===== src/csd_defs.svh =====
// Constants for the compare-skip, decimal adjust and decrement block.
//
// Behaviour
// RL1: Compare subtracts, stores nothing, keeps flags.
// RL2: True relation discards next instruction, runs no-op.
// RL3: Compare: one cycle, two or three skipping.
// RL4: Size bit zero word, one byte.
// RL5: Four w bits, four s bits pick registers.
// RL6: Opcodes 0110_0 greater, 0110_1 less, 0111_0 unequal.
// RL7: Decimal adjust adds six per nibble, carry rollover.
// RL8: File decrement subtracts one from memory location.
// RL9: Destination bit zero writes default register.
// RL10: File decrement encoding 1110_1101_0, B, D, f.
// RL11: Register decrement encoding with modes, writes source-1.
// RL12: Decrements update all five status flags.
`ifndef CSD_DEFS_SVH
`define CSD_DEFS_SVH

// ****************************************************************
// Opcode patterns
// ****************************************************************
`define CSD_CMP_PFX   4'hE
`define CSD_CMP_GT    5'h0C
`define CSD_CMP_LT    5'h0D
`define CSD_CMP_NE    5'h0E
`define CSD_DADJ_PAT  20'hFD400
`define CSD_DECF_PAT  9'h1DA
`define CSD_DECW_PAT  9'h1D2

// ****************************************************************
// Operand constants
// ****************************************************************
`define CSD_DEF_WORK  4'h0
`define CSD_BCD_MAX   4'h9
`define CSD_BCD_LO    9'h006
`define CSD_BCD_HI    9'h060
`define CSD_DEC_ONE   16'h0001
`define CSD_STEP_B    16'h0001
`define CSD_STEP_W    16'h0002
`define CSD_FADDR_W   13

// ****************************************************************
// Addressing modes of the register decrement
// ****************************************************************
`define CSD_AM_DIR    3'h0
`define CSD_AM_IND    3'h1
`define CSD_AM_POSTI  3'h2
`define CSD_AM_POSTD  3'h3
`define CSD_AM_PREI   3'h4
`define CSD_AM_PRED   3'h5

`endif


===== src/csd_pkg.sv =====
// Types shared by the compare-skip and decrement block.
package csd_pkg;

	// Decoded operation.
	typedef enum logic [2:0] {
		CSD_OP_NONE = 3'b000,
		CSD_OP_GT   = 3'b001,
		CSD_OP_LT   = 3'b010,
		CSD_OP_NE   = 3'b011,
		CSD_OP_DADJ = 3'b100,
		CSD_OP_DECF = 3'b101,
		CSD_OP_DECW = 3'b110
	} csd_op_t;

	// Status flags in the order digit carry, N, overflow, Z, C.
	typedef struct packed {
		logic dcar;
		logic n;
		logic ovf;
		logic z;
		logic c;
	} csd_flags_t;

	// Sequencer states.
	typedef enum logic [2:0] {
		CSD_ST_IDLE = 3'b000,
		CSD_ST_OPER = 3'b001,
		CSD_ST_MRD  = 3'b010,
		CSD_ST_RES  = 3'b011,
		CSD_ST_PTRS = 3'b100,
		CSD_ST_PTRD = 3'b101,
		CSD_ST_SKIP = 3'b110
	} csd_state_t;

	// Whole state of the core.
	typedef struct packed {
		csd_state_t st;
		csd_op_t    op;
		logic       byte_m;
		logic       dst_f;
		logic [2:0] mode_s;
		logic [2:0] mode_d;
		logic [3:0] rs;
		logic [3:0] rd;
		logic [12:0] faddr;
		logic       two_next;
		logic [1:0] nop_cnt;
		logic [15:0] vs;
		logic [15:0] vd;
		logic [15:0] opnd;
		logic [15:0] ea_d;
		logic       rf_we;
		logic       rf_wbyte;
		logic [3:0] rf_wa;
		logic [15:0] rf_wd;
		logic       mem_re;
		logic       mem_we;
		logic [15:0] mem_a;
		logic [15:0] mem_wd;
		logic [4:0] sw_we;
		csd_flags_t sw_fl;
		logic       flush;
		logic       nop;
	} csd_core_t;

endpackage


===== src/csd_dec_if.sv =====
// Decoded instruction fields passed from the decoder to the core.
`timescale 1ns/1ps
`default_nettype none
interface csd_dec_if;
	import csd_pkg::*;
	csd_op_t     op;      // Decoded operation.
	logic        byte_m;  // Byte width selected.
	logic        dst_f;   // File register is the destination.
	logic [2:0]  mode_s;  // Source addressing mode.
	logic [2:0]  mode_d;  // Destination addressing mode.
	logic [3:0]  rs;      // First or source register.
	logic [3:0]  rd;      // Second or destination register.
	logic [12:0] faddr;   // File register address.

	modport dec (output op, byte_m, dst_f, mode_s, mode_d, rs, rd, faddr);
	modport core (input op, byte_m, dst_f, mode_s, mode_d, rs, rd, faddr);
endinterface
`default_nettype wire


===== src/csd_core.sv =====
// Execute core for compare-skip, decimal adjust and decrement.
`timescale 1ns/1ps
`default_nettype none
`include "csd_defs.svh"
module csd_core
	import csd_pkg::*;
(
	// Clock and reset.
	input  wire logic        mclk,
	input  wire logic        rst_n,
	// Instruction stream from fetch.
	input  wire logic        instr_valid,
	input  wire logic [23:0] instr_word,
	input  wire logic        next_two_word,
	output logic             instr_ready,
	output logic             flush_next,
	output logic             nop_exec,
	// Working register file.
	output logic [3:0]       rf_ra_addr,
	input  wire logic [15:0] rf_ra_data,
	output logic [3:0]       rf_rb_addr,
	input  wire logic [15:0] rf_rb_data,
	output logic             rf_we,
	output logic             rf_wbyte,
	output logic [3:0]       rf_waddr,
	output logic [15:0]      rf_wdata,
	// Data memory.
	output logic             mem_re,
	output logic             mem_we,
	output logic             mem_byte,
	output logic [15:0]      mem_addr,
	output logic [15:0]      mem_wdata,
	input  wire logic [15:0] mem_rdata,
	// Status word flags.
	input  wire csd_flags_t  status_word_in,
	output logic [4:0]       status_word_we,
	output csd_flags_t       status_word_out
);

	// ****************************************************************
	// Declarations
	// ****************************************************************

	csd_core_t   q;         // Registered state.
	csd_core_t   n;         // Next state.
	csd_dec_if   dif ();    // Decoded fields of the offered word.
	logic [15:0] alu_a;     // First operand to the arithmetic.
	logic [15:0] alu_b;     // Second operand to the arithmetic.
	logic [15:0] alu_res;   // Arithmetic result.
	csd_flags_t  alu_fl;    // Flags from the arithmetic.
	logic        alu_take;  // Compare relation holds.
	logic        src_mem;   // Decrement operand comes from memory.
	logic [15:0] dec_in;    // Operand for the decrement step.

	// Reset image: idle, no strobes, no flags written.
	localparam csd_core_t CSD_CORE_RST = csd_core_t'('0);

	// ****************************************************************
	// Helper functions
	// ****************************************************************

	// Pointer step is one byte or one word.
	function automatic logic [15:0] step_of(input logic b);
		return b ? `CSD_STEP_B : `CSD_STEP_W;
	endfunction

	// Pointer value after its own increment or decrement.
	function automatic logic [15:0] ptr_next(input logic [15:0] w,
		input logic [2:0] m, input logic b);
		logic [15:0] r;
		r = w;
		case (m)
			`CSD_AM_POSTI, `CSD_AM_PREI: r = w + step_of(b);
			`CSD_AM_POSTD, `CSD_AM_PRED: r = w - step_of(b);
			default: r = w;
		endcase
		return r;
	endfunction

	// Address used for the access: pre-modified or as held.
	function automatic logic [15:0] eff_addr(input logic [15:0] w,
		input logic [2:0] m, input logic b);
		logic [15:0] r;
		r = w;
		if (m == `CSD_AM_PREI || m == `CSD_AM_PRED)
			r = ptr_next(w, m, b);
		return r;
	endfunction

	// True when the mode writes the pointer back.
	function automatic logic ptr_upd(input logic [2:0] m);
		return m >= `CSD_AM_POSTI && m <= `CSD_AM_PRED;
	endfunction

	// ****************************************************************
	// Sub-blocks
	// ****************************************************************

	// Decoder looks at the word on offer in the idle state.
	csd_decode u_dec (
		.instr_word (instr_word),
		.dec        (dif.dec)
	);

	// Shared arithmetic for compare, adjust and decrement.
	csd_alu u_alu (
		.op      (q.op),
		.byte_m  (q.byte_m),
		.opa     (alu_a),
		.opb     (alu_b),
		.fin     (status_word_in),
		.res     (alu_res),
		.fout    (alu_fl),
		.take    (alu_take)
	);

	// ****************************************************************
	// Operand selection
	// ****************************************************************

	// In the result state the decrement runs on the memory data, or on the
	// latched register operand for a direct source; otherwise the two
	// register read ports feed the arithmetic.
	always_comb begin
		src_mem = (q.op == CSD_OP_DECF) || (q.mode_s != `CSD_AM_DIR);
		dec_in  = src_mem ? mem_rdata : q.opnd;
		if (q.st == CSD_ST_RES) begin
			alu_a = dec_in;
			alu_b = `CSD_DEC_ONE; // [RL8]
		end else begin
			alu_a = rf_ra_data; // [RL1]
			alu_b = rf_rb_data; // [RL1]
		end
	end

	// ****************************************************************
	// Sequencer
	// ****************************************************************

	// One process builds the next state; strobes default low so each
	// lasts one cycle unless the next state sets it again.
	always_comb begin
		n        = q;
		n.rf_we  = 1'b0;
		n.mem_re = 1'b0;
		n.mem_we = 1'b0;
		n.sw_we  = 5'h00;
		n.flush  = 1'b0;
		n.nop    = 1'b0;
		case (q.st)
			CSD_ST_IDLE: begin
				// Words outside this group are left to other units.
				if (instr_valid && dif.op != CSD_OP_NONE) begin
					n.st       = CSD_ST_OPER;
					n.op       = dif.op;
					n.byte_m   = dif.byte_m;
					n.dst_f    = dif.dst_f;
					n.mode_s   = dif.mode_s;
					n.mode_d   = dif.mode_d;
					n.rs       = dif.rs;
					n.rd       = dif.rd;
					n.faddr    = dif.faddr;
					n.two_next = next_two_word;
				end
			end
			CSD_ST_OPER: begin
				n.vs = rf_ra_data;
				n.vd = rf_rb_data;
				n.st = CSD_ST_IDLE;
				case (q.op)
					CSD_OP_GT, CSD_OP_LT, CSD_OP_NE: begin
						// Nothing is written and no flag changes.
						if (alu_take) begin
							n.flush   = 1'b1; // [RL2]
							n.nop     = 1'b1; // [RL2]
							n.nop_cnt = q.two_next ? 2'd2 : 2'd1; // [RL3]
							n.st      = CSD_ST_SKIP;
						end
					end
					CSD_OP_DADJ: begin
						n.rf_we    = 1'b1;
						n.rf_wbyte = 1'b1;
						n.rf_wa    = q.rs;
						n.rf_wd    = alu_res; // [RL7]
						n.sw_we    = 5'b00001; // [RL7]
						n.sw_fl    = alu_fl;
					end
					CSD_OP_DECF: begin
						n.mem_re = 1'b1; // [RL8]
						n.mem_a  = {3'b000, q.faddr};
						n.st     = CSD_ST_MRD;
					end
					CSD_OP_DECW: begin
						n.ea_d = eff_addr(rf_rb_data, q.mode_d, q.byte_m);
						if (q.mode_s == `CSD_AM_DIR) begin
							n.opnd = rf_ra_data;
							n.st   = CSD_ST_RES;
						end else begin
							n.mem_re = 1'b1;
							n.mem_a  = eff_addr(rf_ra_data, q.mode_s,
								q.byte_m); // [RL11]
							n.st     = CSD_ST_MRD;
						end
					end
					default: n.st = CSD_ST_IDLE;
				endcase
			end
			CSD_ST_MRD: begin
				// Read strobe is out; data stand in the next cycle.
				n.st = CSD_ST_RES;
			end
			CSD_ST_RES: begin
				n.sw_we = 5'b11111; // [RL12]
				n.sw_fl = alu_fl;   // [RL12]
				n.st    = CSD_ST_IDLE;
				if (q.op == CSD_OP_DECF) begin
					if (q.dst_f) begin
						n.mem_we = 1'b1; // [RL9]
						n.mem_a  = {3'b000, q.faddr};
						n.mem_wd = alu_res;
					end else begin
						n.rf_we    = 1'b1;
						n.rf_wbyte = q.byte_m;
						n.rf_wa    = `CSD_DEF_WORK; // [RL9]
						n.rf_wd    = alu_res;
					end
				end else begin
					if (q.mode_d == `CSD_AM_DIR) begin
						n.rf_we    = 1'b1;
						n.rf_wbyte = q.byte_m;
						n.rf_wa    = q.rd; // [RL11]
						n.rf_wd    = alu_res;
					end else begin
						n.mem_we = 1'b1;
						n.mem_a  = q.ea_d; // [RL11]
						n.mem_wd = alu_res;
					end
					if (ptr_upd(q.mode_s))
						n.st = CSD_ST_PTRS;
					else if (ptr_upd(q.mode_d))
						n.st = CSD_ST_PTRD;
				end
			end
			CSD_ST_PTRS: begin
				// Pointers are written as full words, one write a cycle.
				n.rf_we    = 1'b1;
				n.rf_wbyte = 1'b0;
				n.rf_wa    = q.rs;
				n.rf_wd    = ptr_next(q.vs, q.mode_s, q.byte_m);
				n.st       = ptr_upd(q.mode_d) ? CSD_ST_PTRD :
					CSD_ST_IDLE;
			end
			CSD_ST_PTRD: begin
				// Same register as source ends with this write, made from the older value.
				n.rf_we    = 1'b1;
				n.rf_wbyte = 1'b0;
				n.rf_wa    = q.rd;
				n.rf_wd    = ptr_next(q.vd, q.mode_d, q.byte_m);
				n.st       = CSD_ST_IDLE;
			end
			CSD_ST_SKIP: begin
				// A two-word successor costs a second no-op.
				n.nop_cnt = q.nop_cnt - 2'd1;
				if (q.nop_cnt == 2'd1) begin
					n.st = CSD_ST_IDLE; // [RL3]
				end else begin
					n.nop = 1'b1; // [RL3]
				end
			end
			default: n = CSD_CORE_RST;
		endcase
	end

	// ****************************************************************
	// State register
	// ****************************************************************

	// Synchronous reset brings the core to idle with strobes low.
	always_ff @(posedge mclk) begin
		if (!rst_n) begin
			q <= CSD_CORE_RST;
		end else begin
			q <= n;
		end
	end

	// ****************************************************************
	// Outputs
	// ****************************************************************

	// Ready is a handshake and may follow the state directly.
	assign instr_ready     = (q.st == CSD_ST_IDLE);
	assign flush_next      = q.flush;
	assign nop_exec        = q.nop;
	assign rf_ra_addr      = q.rs;
	assign rf_rb_addr      = q.rd;
	assign rf_we           = q.rf_we;
	assign rf_wbyte        = q.rf_wbyte;
	assign rf_waddr        = q.rf_wa;
	assign rf_wdata        = q.rf_wd;
	assign mem_re          = q.mem_re;
	assign mem_we          = q.mem_we;
	assign mem_byte        = q.byte_m;
	assign mem_addr        = q.mem_a;
	assign mem_wdata       = q.mem_wd;
	assign status_word_we  = q.sw_we;
	assign status_word_out = q.sw_fl;

endmodule
`default_nettype wire


===== src/csd_decode.sv =====
// Instruction decoder for the compare-skip and decrement group.
`timescale 1ns/1ps
`default_nettype none
`include "csd_defs.svh"
module csd_decode
	import csd_pkg::*;
(
	// Fetched instruction word.
	input wire logic [23:0] instr_word,
	// Decoded fields.
	csd_dec_if.dec          dec
);

	// ****************************************************************
	// Opcode match
	// ****************************************************************

	// Classify the word; unmatched words give no operation.
	function automatic csd_op_t classify(input logic [23:0] w);
		csd_op_t o;
		o = CSD_OP_NONE;
		// Compares need zeros in bits 9:4 besides the pattern.
		if (w[23:20] == `CSD_CMP_PFX && w[9:4] == 6'h00) begin
			case (w[19:15]) // [RL6]
				`CSD_CMP_GT: o = CSD_OP_GT;
				`CSD_CMP_LT: o = CSD_OP_LT;
				`CSD_CMP_NE: o = CSD_OP_NE;
				default:     o = CSD_OP_NONE;
			endcase
		end
		if (w[23:4] == `CSD_DADJ_PAT)
			o = CSD_OP_DADJ;
		if (w[23:15] == `CSD_DECF_PAT)
			o = CSD_OP_DECF; // [RL10]
		if (w[23:15] == `CSD_DECW_PAT)
			o = CSD_OP_DECW; // [RL11]
		return o;
	endfunction

	// ****************************************************************
	// Field extraction
	// ****************************************************************

	// Fields sit at fixed places; register picks depend on the form.
	always_comb begin
		dec.op     = classify(instr_word);
		dec.byte_m = (dec.op == CSD_OP_DECF || dec.op == CSD_OP_DECW) ?
			instr_word[14] : instr_word[10]; // [RL4]
		dec.dst_f  = instr_word[13]; // [RL9]
		dec.mode_d = instr_word[13:11];
		dec.mode_s = instr_word[6:4];
		dec.faddr  = instr_word[12:0];
		dec.rs     = instr_word[3:0];
		dec.rd     = instr_word[10:7];
		if (dec.op == CSD_OP_GT || dec.op == CSD_OP_LT ||
			dec.op == CSD_OP_NE) begin
			dec.rs = instr_word[14:11]; // [RL5]
			dec.rd = instr_word[3:0];   // [RL5]
		end
	end

endmodule
`default_nettype wire


===== src/csd_alu.sv =====
// Subtract, compare and decimal adjust arithmetic.
`timescale 1ns/1ps
`default_nettype none
`include "csd_defs.svh"
module csd_alu
	import csd_pkg::*;
(
	// Operation select.
	input  wire logic [2:0]  op,
	input  wire logic        byte_m,
	// Operands and incoming flags.
	input  wire logic [15:0] opa,
	input  wire logic [15:0] opb,
	input  wire csd_flags_t  fin,
	// Result, flags and compare outcome.
	output logic [15:0]      res,
	output csd_flags_t       fout,
	output logic             take
);

	logic [8:0]  d8;   // Low byte difference with borrow.
	logic [16:0] d16;  // Word difference with borrow.
	logic [4:0]  d4;   // Low nibble difference with borrow.
	logic [8:0]  t9;   // Byte after low nibble adjust.
	logic [8:0]  u9;   // Byte after high nibble adjust.
	logic        sa;   // Sign of first operand at width.
	logic        sb;   // Sign of second operand at width.
	logic        sd;   // Sign of difference at width.
	csd_flags_t  fs;   // Flags of the subtraction.

	// ****************************************************************
	// Subtraction at byte or word width
	// ****************************************************************

	// The low byte borrow doubles as the word digit carry.
	always_comb begin
		d4  = {1'b0, opa[3:0]} - {1'b0, opb[3:0]};
		d8  = {1'b0, opa[7:0]} - {1'b0, opb[7:0]};
		d16 = {1'b0, opa} - {1'b0, opb};
		sa  = byte_m ? opa[7] : opa[15]; // [RL4]
		sb  = byte_m ? opb[7] : opb[15];
		sd  = byte_m ? d8[7] : d16[15];
		fs.n  = sd;                                     // [RL12]
		fs.ovf = (sa != sb) && (sd != sa);              // [RL12]
		fs.z  = byte_m ? (d8[7:0] == 8'h00) : (d16[15:0] == 16'h0000);
		fs.c  = byte_m ? ~d8[8] : ~d16[16];             // [RL12]
		fs.dcar = byte_m ? ~d4[4] : ~d8[8];             // [RL12]
	end

	// ****************************************************************
	// Decimal adjust and output select
	// ****************************************************************

	// Low nibble first so its carry reaches the high nibble test.
	always_comb begin
		t9 = {1'b0, opa[7:0]};
		if (opa[3:0] > `CSD_BCD_MAX || fin.dcar)
			t9 = t9 + `CSD_BCD_LO; // [RL7]
		u9 = t9;
		if (t9[7:4] > `CSD_BCD_MAX || fin.c || t9[8])
			u9 = t9 + `CSD_BCD_HI; // [RL7]
		fout = fs;
		res  = byte_m ? {opa[15:8], d8[7:0]} : d16[15:0];
		take = 1'b0;
		case (csd_op_t'(op))
			CSD_OP_GT: take = ~fs.z && (fs.n == fs.ovf); // [RL2]
			CSD_OP_LT: take = (fs.n != fs.ovf);          // [RL2]
			CSD_OP_NE: take = ~fs.z;                     // [RL2]
			CSD_OP_DADJ: begin
				res    = {opa[15:8], u9[7:0]};
				fout   = fin;
				fout.c = fin.c | u9[8]; // [RL7]
			end
			default: take = 1'b0;
		endcase
	end

endmodule
`default_nettype wire


===== config.mk =====
export PLATFORM = sky130hd
export DESIGN_NAME = csd_core
export DESIGN_NICKNAME = d
export VERILOG_FILES = /design/src/csd_pkg.sv /design/src/csd_dec_if.sv /design/src/csd_core.sv /design/src/csd_decode.sv /design/src/csd_alu.sv
export VERILOG_INCLUDE_DIRS = /design/src
export SDC_FILE = /design/constraint.sdc
export NUM_CORES = 1
export LEC_CHECK = 0
export BUFFER_PORTS_ARGS = -buffer_cell sky130_fd_sc_hd__buf_4
export CAP_MARGIN = 20
export CORE_UTILIZATION = 40
export CTS_CLUSTER_SIZE = 16
export DETAILED_ROUTE_END_ITERATION = 16
export GPL_ROUTABILITY_DRIVEN = 0
export HOLD_SLACK_MARGIN = 0.03
export SLEW_MARGIN = 25
export SYNTH_ARGS = -nofsm -noshare
export SYNTH_HDL_FRONTEND = slang
export SYNTH_SLANG_ARGS = --single-unit

===== constraint.sdc =====
create_clock -name mclk -period 9.3 [get_ports mclk]
set_clock_uncertainty 0.2 [all_clocks]
set_input_delay 2.79 -clock mclk [delete_from_list [all_inputs] [get_ports mclk]]
set_output_delay 2.79 -clock mclk [all_outputs]
set_load 0.01 [all_outputs]

Word level (Yosys, flattened, before mapping)
Index checks and enable logic that the tools add are counted.
{ "totals": {"reg_bits": 170, "output_inout_bits": 78, "mem_bits_ro": 0, "latchBits": 0, "mem_bits_rw": 0, "n_memories": 0} }
{ "op_classes": {"shifts": 0, "muxes": 67, "n_lt_le_gt_ge": 6, "n_div": 0, "n_addsub": 14, "n_reduce_logical": 46, "n_bitwise": 11, "mul": 0, "n_eq_ne": 50} }
{ "ops": {"columns": ["op", "n"], "rows": [
  ["case mux 16 bit (2 select lines)", 6],
  ["two-way mux 16 bit", 9],
  ["case mux 64 bit (2 select lines)", 1],
  ["case mux 22 bit (5 select lines)", 1],
  ["two-way mux 33 bit", 3],
  ["two-way mux 22 bit", 4],
  ["case mux 33 bit (2 select lines)", 1],
  ["adder 16 bit", 4],
  ["case mux 16 bit (3 select lines)", 1],
  ["subtractor 16 bit", 3],
  ["equality test 3 bit, second input constant", 12],
  ["two-way mux 36 bit", 1],
  ["two-way mux 32 bit", 1],
  ["equality test 3 x 2 -> 1 bit, second input constant", 10],
  ["case mux 10 bit (3 select lines)", 1],
  ["two-way mux 3 bit", 9],
  ["equality test 20 bit, second input constant", 1],
  ["equality test 9 bit, second input constant", 2],
  ["two-way mux 9 bit", 2],
  ["case mux 3 bit (6 select lines)", 1],
  ["OR reduction 6 bit", 3],
  ["subtractor 16 x 16 -> 17 bit", 1],
  ["zero test 16 bit", 1],
  ["subtractor 16 x 2 -> 16 bit", 1],
  ["other kinds (42)", 115]
]} }

Logic depth before layout (Yosys ltp)
Gate-level depths: netlist of the first run.
{ "depth": {"ltp_word": 15, "ltp_mapped": 22} }

Cells and area by module
Synthesis of the first run repeated with hierarchy kept, for this count alone.
{ "hier_totals": {"cells_unflattened": 1705, "area_unflattened_um2": 12998.7} }
{ "modules_own_cells": {"columns": ["module", "cells_per_inst", "area_each_um2", "seq_area_each_um2", "instances"], "rows": [
  ["csd_core", 1375, 10814.1, 3343.2, 1],
  ["csd_alu", 279, 1765.4, 0.0, 1],
  ["csd_decode", 51, 419.2, 0.0, 1]
]} }

Worst setup path after synthesis of the first run
OpenSTA, ideal clock, no wires.
{ "synth_path": {"path_kind": "input -> register", "from": "input port mem_rdata[1]", "to": "register q[169] (netlist bit)", "path_buffers": 0, "t_required_ns": 8.983, "arrival_ns": 5.881, "stages": 15, "setup_slack_ns": 3.102, "path_cell_list": "mux2i_1 o21a_1 inv_1 ha_1 nor2b_1 o31a_1 o31ai_1 a31oi_1 nor4_2 nand4_1 a2111oi_4 nand4_2 nand3_2 o221ai_1 a22o_1"} }
{ "synth_between": {"elab_chain_cells": 12, "elab_cells_between_ends": 18} }
{ "synth_lines": {"columns": ["item", "line_no", "text"], "rows": [
  ["start: declaration", "csd_core.sv:33", "input wire logic [15:0] mem_rdata,"],
  ["two-way mux 16 bit *", "csd_core.sv:126", "dec_in = src_mem ? mem_rdata : q.opnd;"],
  ["two-way mux 16 bit *", "csd_core.sv:127", "if (q.st == CSD_ST_RES) begin"],
  ["subtractor 16 x 16 -> 17 bit / subtractor 8 x 8 -> 9 bit (equally long branches)", "csd_alu.sv:39, csd_alu.sv:38", null],
  ["two-way mux 1 bit", "csd_alu.sv:42", "sd = byte_m ? d8[7] : d16[15];"],
  ["inequality test 1 bit", "csd_alu.sv:44", "fs.ovf = (sa != sb) && (sd != sa);"],
  ["logical AND 1 bit", "csd_alu.sv:44", null],
  ["equality test 1 bit", "csd_alu.sv:66", "CSD_OP_GT: take = ~fs.z && (fs.n == fs.ovf);"],
  ["logical AND 1 bit", "csd_alu.sv:66", null],
  ["case mux 1 bit (3 select lines) *", "csd_alu.sv:65", "case (csd_op_t'(op))"],
  ["two-way mux 3 bit *", "csd_core.sv:173", "if (alu_take) begin"],
  ["case mux 3 bit (3 select lines) *", "csd_core.sv:170", "case (q.op)"],
  ["case mux 3 bit (6 select lines) *", "csd_core.sv:150", "case (q.st)"],
  ["end signal: assignment", "csd_core.sv:283", "q <= n;"],
  ["end: declaration", "csd_core.sv:44", "csd_core_t q;"]
]} }
Every way passes the cells marked *; elsewhere a longest branch is shown, timed or not.
A chain may end at the register's enable or synchronous reset.

Worst setup path in the final report of the first run
Ends and elaborated chain as after synthesis.

==> flow_summary.ini, run 1 <==
[clocking]
htreeDepth = 4
cts_tree = built
cts_hold_buffers = 0
post_cts_resize_count = 0
clockBufferDepth = 2
cts_sinks = 161
clk_pin_slew_worst_paths_ns = 0.06
cts_root_buf = clkbuf_16
clk_latency_ns = 0.44
cts_setup_buffers = 0
cts-buffers-inserted = 17

[sta]
fmax_mhz = 154
relSlewSlack_pct = 24.5
fin_ws_ns = 2.82
drv_slew = 0
min_period_ns = 6.48
hold_viol = 0
whs_ns = 0.257
post-route-period-util_pct = 69.7
setup_viol_count_final = 0
tightest_slew_ns = 1.13
rsz0062_at_grt = false
setup_tns_ns = 0

[detailed_routing]
wl_um = 45500
antenna_left = 0
vias_per_cell = 6.14
routedWlPerCell_um = 21.9
drt_iter0_markers = 1289
num_vias = 12800
route.detailed.drc = 0
first_pass_iters = 9

[setup_path]
cp.required_ns = 9.43
cp-start-kind = input port
max_stage_delay_ns = 0.44
cp_cell_sequence = buf_4 > mux2i_1 > o21a_1 > inv_1 > ha_1 > nor2b_1 > o31a_1 > o31ai_1 > a31oi_1 > nor4_2 > nand4_1 > a2111oi_4 > nand4_2 > nand3_2 > o221ai_1 > a22o_1
crit_arrival_ns = 6.61
critPathKind = input port to flop
critPathMaxFanout = 7
crit_slowest_cell = a2111oi_4
end_kind = flop

[layout]
stdcell_count = 2082
fin_nets = 1840
num-fill-cells = 3128
antenna_cells = 0
syn2layout_area_growth_pct = 12.3
drive_gt1_share_pct = 14.9
stdcell_area_um2 = 14000

[floorplanning]
fp.dieH_um = 179
core.rowCount = 64
start_util_pct = 40.7
ios = 159
core-area_um2 = 30700
fp.dieArea_um2 = 31900
die_x_um = 179

[yosys]
synth_common_cells = nand2_1 (202), dfxtp_1 (161), nor2_1 (133)
synth_ff_type = dfxtp_1
synth_area_leaders = dfxtp_1 (26%), ha_1 (7.9%), nand2_1 (6.1%)
ys.warnings.count = 0
seq_area_frac_synth_pct = 25.8
synth_cell_types = 85
synth_edf_count = 0
synthCells = 1643
synth.most_common_cell = nand2_1
syn-cell-area_um2 = 12500
avgSynthCellArea_um2 = 7.60
yosysTopAreaCellShare_pct = 25.8
yosysTopAreaCell = dfxtp_1
yosys_register_bits = 161
synth_nets = 1808
synth_async_sr_flop_share_pct = 0

[place]
placed_area_um2 = 13400
pre_cts_ws_ns = 2.38
dp_hpwl_um = 34300
io_buffer_count = 158
place_inst = 2052

[power_and_ir_drop]
power_density_nw_per_um2 = 124
leakage_nw = 5.71
vdd.ir_drop.worst_mv = 0.129

[status]
status = complete, no violations

[global_route]
grt_max_degree = 97
grt_pass1_wl_um = 68200
overflow = 0
grt_util_all_layers_pct = 28.3
first_global_vias = 11600
antenna_found_initial = 0

[flow_run]
drv_cap = 0

[hold_path]
hold_class = flop to flop
==> power by group <==
group          internal (mW)  switching, mW
logic                  0.117          0.198
registers              0.699         0.0132
clock network          0.408          0.308
==> flip-flops by register name, indices dropped and copies added (netlist names) <==
signal,count
rf_rb_addr,4
q,87
mem_addr,16
nop_exec,1
rf_we,1
status_word_out,5
status_word_we,2
flush_next,1
rf_wdata,16
mem_wdata,16
mem_re,1
rf_waddr,4
mem_we,1
rf_wbyte,1
rf_ra_addr,4
mem_byte,1
==> final timing paths <==
kind	start	end	slack, ns	depth (start not counted)
worst max-delay path	mem_rdata[1]	q[169]	2.82	16
worst min-delay path	mem_wdata[1]	mem_wdata[1]	0.26	2
worst max register to register	q[166]	q[169]	3.51	17
worst min register to register	mem_wdata[1]	mem_wdata[1]	0.26	2
==> layout make-up <==
type	instances	area, µm²	area share (%)
Clock buffer	22	464	3.31
Tap cell	396	495	3.53
Sequential cell	161	3220	23.0
Inverter	51	193	1.37
Multi-Input combinational cell	1268	8220	58.6
Clock inverter	8	106	0.758
Timing Repair Buffer	176	1330	9.45
==> critical path, delay by kind of cell <==
kind,cells,cell delay (ns)
AOI/OAI and AO/OA,7,2.03
and+or+nand+nor,5,1.11
adders and majority gates,1,0.30
buffers and inverters,2,0.25
muxes,1,0.12
==> metal layers <==
| metal | global-route usage (%) | share of wire [%] |
|---|---|---|
| met5 | 0 | 0 |
| met3 | 4.54 | 9.2 |
| met4 | 12.4 | 4.0 |
| met1 | 38.4 | 42 |
| met2 | 44.1 | 44 |
==> per-stage QoR <==
stage | power [mW] | util [%]
floorplan | 0.919 | -
global placement | 1.03 | 43.8
detailed placement | 1.03 | 43.8
CTS | 1.74 | 45.7
global route | 1.80 | 45.7
finish | 1.75 | 45.7
==> cells in the final DEF, fill, tap and decap left out, drive strengths merged, types with 8 or more instances in the layout <==
cell / instances
or2: 9
a211oi: 28
nand2: 202
nor3: 42
xor2: 24
o21a: 16
or3: 11
nor2: 133
a21boi: 9
a31oi: 28
dfxtp: 161
o21ai: 106
a21oi: 128
nand3: 80
o31ai: 15
a311oi: 9
inv: 50
buf: 176
ha: 79
mux2i: 22
a221oi: 8
and2: 11
nand2b: 16
o211ai: 22
clkbuf: 22
xnor2: 33
nor2b: 22
nor4: 9
a22oi: 21
a222oi: 21
and3: 14
a21o: 11
a22o: 37
==> cell families after synthesis <==
| kind of cell | count (synthesis) | share of synthesized area (%) |
|---|---|---|
| compound gates | 521 | 28.4 |
| xor+xnor | 57 | 4.00 |
| fa+ha+maj | 84 | 8.72 |
| buf+inv | 214 | 8.74 |
| flops | 161 | 25.8 |
| mux | 26 | 2.12 |
| simple gates | 580 | 22.2 |
Note: power is estimated with default switching activity, not from simulation.
==> run 2: changes to the inputs <==
Settings changed: ABC_AREA set to 1.
Clock period 9.3 ns to 5.35 ns, I/O delays scaled along.
==> flow_summary.ini, run 2 <==
[setup_path]
end_kind = flop
critPathMaxFanout = 6
cpMostUsedCell = nand2_1
rr_worst_depth = 30
critPathKind = input port to flop
cpLargestDelayFamily = simple AND/OR/NAND/NOR gates
critPathBufInv = 3
max_stage_delay_ns = 0.40
crit_slowest_cell = fa_1
cp-endpoint = q[132]
reg2reg_to = q[132]
crit_arrival_ns = 4.87
reg2reg_slack_ns = 0.88
r2r-start = q[165]
cp-start-kind = input port
cp_num_cells = 27
crit_start = rf_ra_data[0]
cp.required_ns = 5.48

[layout]
layout_commonest_cell = nand2_1
final_cell_mix = nand2_1 (396), inv_1 (222), a21oi_1 (197), buf_4 (192), o21ai_0 (173)
stdcell_count = 2377
drive_gt1_share_pct = 14.1
syn2layout_area_growth_pct = 13.8
fin_nets = 2133
largest-register = q
antenna_cells = 0
num-fill-cells = 3244
largest_reg_flops = 87

[global_route]
antenna_found_initial = 0
overflow = 0
grt_util_all_layers_pct = 28.5
grt_max_degree = 55
grt_pass1_wl_um = 69100
first_global_vias = 12300

[floorplanning]
fp.dieH_um = 179
core-area_um2 = 30600
start_util_pct = 40.8
die_x_um = 179
ios = 159
fp.dieArea_um2 = 31900
core.rowCount = 64

[status]
status = complete, no violations

[clocking]
cts_sinks = 161
cts-buffers-inserted = 17
clockBufferDepth = 2
htreeDepth = 4
cts_tree = built
clk_pin_slew_worst_paths_ns = 0.07
post_cts_resize_count = 0
cts_hold_buffers = 0
cts_setup_buffers = 0
cts_root_buf = clkbuf_16
clk_latency_ns = 0.44

[sta]
fmax_mhz = 211
min_period_ns = 4.74
post-route-period-util_pct = 88.6
fin_ws_ns = 0.610
rsz0062_at_grt = false
relSlewSlack_pct = 27.5
hold_viol = 0
setup_viol_count_final = 0
drv_slew = 0
tightest_slew_ns = 1.09
setup_tns_ns = 0

[yosys]
synth_nets = 2068
synth_cell_types = 55
synth_edf_count = 0
syn-cell-area_um2 = 12500
synth.most_common_cell = nand2_1
yosysTopAreaCell = dfxtp_1
synth_area_leaders = dfxtp_1 (26%), nand2_1 (12%), ha_1 (7.9%)
seq_area_frac_synth_pct = 25.9
synthCells = 1903
ys.warnings.count = 0
avgSynthCellArea_um2 = 6.55
yosysTopAreaCellShare_pct = 25.9
yosys_register_bits = 161
synth_common_cells = nand2_1 (396), inv_1 (222), a21oi_1 (197)
synth_async_sr_flop_share_pct = 0
synth_ff_type = dfxtp_1

[power_and_ir_drop]
power_density_nw_per_um2 = 204
p_comb_share_pct = 13.6
p_int_mw = 2.09
switching_share_pct = 27.9
vdd.ir_drop.worst_mv = 0.212
p_sw_uw = 808
p_clk_share_pct = 44.8
leakage_nw = 6.36
seqPwrFrac_pct = 41.6

[place]
io_buffer_count = 158
place_inst = 2345
dp_hpwl_um = 34900
pre_cts_ws_ns = 0.236

[detailed_routing]
num_vias = 13100
routedWlPerCell_um = 18.9
route.detailed.drc = 0
first_pass_iters = 6
drt_iter0_markers = 1108
vias_per_cell = 5.52
wl_um = 45000
antenna_left = 0

[hold_path]
holdPathStages = 2
hold_class = flop to flop

[flow_run]
drv_cap = 0
[run 2: kinds of logic after synthesis]
kind of cell	after synthesis	share of synthesized area (%)
simple gates	712	24.4
compound gates	532	24.8
buf+inv	379	13.7
flops	161	25.9
fa+ha+maj	84	8.73
xor+xnor	35	2.46
[run 2: power by group through the flow]
stage	logic, mW	clock network, mW	registers (mW)
finish	0.394	1.30	1.20
global placement	0.382	0	1.23
floorplan	0.228	0	1.23
global route	0.431	1.36	1.20
detailed placement	0.384	0	1.23
CTS	0.386	1.31	1.20
[run 2: final cells by class]
type	instances	area, µm²	area share [%]
multi-input combinational	1363	7550	53.2
sequential	161	3220	22.7
timing repair buffer	192	1440	10.2
inverter	233	876	6.17
tap	396	495	3.49
clock buffer	21	450	3.17
clock inverter	11	155	1.09
[run 2: worst reg2reg max path: cells and delay by family (launching register included)]
| family | cells | cell delay (ns) |
|---|---|---|
| AO/OA/AOI/OAI | 2 | 0.28 |
| buffers and inverters | 3 | 0.55 |
| adder cells (fa/ha/maj) | 2 | 0.64 |
| flip-flops | 1 | 0.39 |
| AND/OR/NAND/NOR | 23 | 2.29 |
[run 2: worst min-delay path by stage]
stage / from / to / slack [ns]
final: q[84] / q[84] / 0.26
after global routing: q[84] / q[84] / 0.27
after CTS: q[135] / q[135] / 0.26
after detailed placement: q[135] / q[135] / 0.25
after global placement: q[92] / q[92] / 0.24
after floorplan: q[96] / q[96] / 0.24
[run 2: routing by layer]
metal / track usage (%) / wire length (µm)
met1: 37.3 / 19800
met3: 4.18 / 2860
met5: 0 / 0
met2: 46.0 / 20400
met4: 13.1 / 1900
[run 2: metrics by stage]
step | hold slack, ns | power, mW | utilization [%] | area [µm²]
2_1_floorplan | 0.236 | 1.46 | - | 12500
3_3_place_gp | 0.245 | 1.61 | 44.4 | 13600
3_5_place_dp | 0.249 | 1.62 | 44.4 | 13600
4_1_cts | 0.261 | 2.90 | 46.4 | 14200
5_1_grt | 0.270 | 3.00 | 46.4 | 14200
6_report | 0.261 | 2.90 | 46.4 | 14200
==> run 3: changes to the inputs <==
--- a/config.mk
+++ b/config.mk
@@ -10,3 +10,2 @@
 export BUFFER_PORTS_ARGS = -buffer_cell sky130_fd_sc_hd__buf_4
-export CAP_MARGIN = 20
 export CORE_UTILIZATION = 40
==> constraint.sdc (replaced) <==
create_clock -name mclk -period 5.35 [get_ports mclk]
set_clock_uncertainty 0.2 [all_clocks]
set_input_delay 0.535 -clock mclk [delete_from_list [all_inputs] [get_ports mclk]]
set_output_delay 0.535 -clock mclk [all_outputs]
set_load 0.01 [all_outputs]
==> flow_summary.ini, run 3 (synthesis results as in run 2) <==
[setup_path]
critPathBufInv = 2
cpMostUsedCell = nand2_1
critPathKind = flop to flop
critPathMaxFanout = 30
crit_arrival_ns = 4.58
end_kind = flop
cp.required_ns = 5.49
cp-start-kind = flop
max_stage_delay_ns = 0.46
cpLargestDelayFamily = simple AND/OR/NAND/NOR gates
crit_slowest_cell = dfxtp_1

[power_and_ir_drop]
p_comb_share_pct = 13.7
p_clk_share_pct = 44.1
p_sw_uw = 893
power_density_nw_per_um2 = 202
leakage_nw = 6.31
p_int_mw = 1.96
switching_share_pct = 31.3
vdd.ir_drop.worst_mv = 0.226
seqPwrFrac_pct = 42.2

[place]
placed_area_um2 = 13500
io_buffer_count = 158
dp_hpwl_um = 34400

[clocking]
clk_pin_slew_worst_paths_ns = 0.08
cts_tree = built
clockBufferDepth = 2
cts-buffers-inserted = 17
cts_hold_buffers = 0
cts_sinks = 161
cts_setup_buffers = 0
post_cts_resize_count = 0
htreeDepth = 4
cts_root_buf = clkbuf_16
clk_latency_ns = 0.45

[layout]
antenna_cells = 0
fin_nets = 2122
drive_gt1_share_pct = 13.9
final_cell_mix = nand2_1 (396), inv_1 (221), a21oi_1 (197), buf_4 (181), o21ai_0 (173)
syn2layout_area_growth_pct = 13.0
largest_reg_flops = 87
largest-register = q
stdcell_area_um2 = 14100
layout_commonest_cell = nand2_1
fin_util_pct = 46.1

[sta]
fmax_mhz = 225
relSlewSlack_pct = 22.8
setup_tns_ns = 0
post-route-period-util_pct = 83.0
hold_viol = 0
drv_slew = 0
rsz0062_at_grt = false
min_period_ns = 4.44
tightest_slew_ns = 1.15
setup_viol_count_final = 0
whs_ns = 0.150

[floorplanning]
die_x_um = 179
core-area_um2 = 30600
core.rowCount = 64
fp.dieArea_um2 = 31900
ios = 159
fp.dieH_um = 179
start_util_pct = 40.8

[detailed_routing]
antenna_left = 0
drt_iter0_markers = 1198
wl_um = 45000
route.detailed.drc = 0
num_vias = 13200
vias_per_cell = 5.59
routedWlPerCell_um = 19.0
first_pass_iters = 5

[hold_path]
hold_class = input port to flop

[global_route]
first_global_vias = 12000
grt_max_degree = 66
grt_pass1_wl_um = 67200
overflow = 0
antenna_found_initial = 0
grt_util_all_layers_pct = 28.0

[status]
status = complete, no violations

[flow_run]
drv_cap = 0
-- run 3: cell count changes in the layout (fill, tap and decap cells not counted), sizes merged --
cell / change
bufinv: -3
clkbuf: -4
inv: +8
buf: -11
clkinvlp: -4
clkinv: +3
-- run 3: path summary, 6_finish.rpt --
kind / startpoint / end / slack (ns) / cells past startpoint
worst max-delay path: q[167] / q[132] / 0.91 / 30
worst max register to register: q[167] / q[132] / 0.91 / 30
worst min-delay path: instr_word[7] / q[142] / 0.15 / 3
worst min register to register: q[84] / q[84] / 0.26 / 2
-- run 3: final cells by class --
class	instances	area (µm²)
Clock buffer	17	425
Sequential cell	161	3220
Fill cell	3278	16500
Timing Repair Buffer	181	1360
Clock inverter	15	159
Tap cell	396	495
Multi-Input combinational cell	1363	7550
Inverter	233	876
-- run 3: per-layer routing --
| metal | wire length [µm] | GRT usage (%) | vias up |
|---|---|---|---|
| met5 | 0 | 0 | - |
| met4 | 2360 | 14.9 | 0 |
| met3 | 3340 | 3.58 | 113 |
| met2 | 19900 | 43.9 | 585 |
| met1 | 19400 | 37.3 | 6078 |
| li1 | - | - | 6460 |
-- run 3: power groups by stage --
stage / logic, mW / clock network, mW / registers, mW
after floorplan: 0.228 / 0 / 1.23
after global placement: 0.379 / 0 / 1.23
final: 0.392 / 1.26 / 1.20
after CTS: 0.381 / 1.26 / 1.20
after detailed placement: 0.379 / 0 / 1.23
after global routing: 0.426 / 1.30 / 1.20
-- run 3: worst reg2reg max path: cells and delay by family, from the launching register on --
kind	cells	cell delay (ns)
AND/OR/NAND/NOR	23	2.15
adder cells (fa/ha/maj)	2	0.65
flip-flops	1	0.46
buffers and inverters	2	0.46
AO/OA/AOI/OAI	3	0.43
-- run 3: stage by stage --
step / power [mW] / setup slack, ns / std cells
floorplan: 1.46 / 0.965 / 1903
global placement: 1.61 / 1.08 / 2334
detailed placement: 1.61 / 0.980 / 2334
CTS: 2.85 / 0.952 / 2366
global route: 2.94 / 0.530 / 2366
finish: 2.85 / 0.909 / 2366
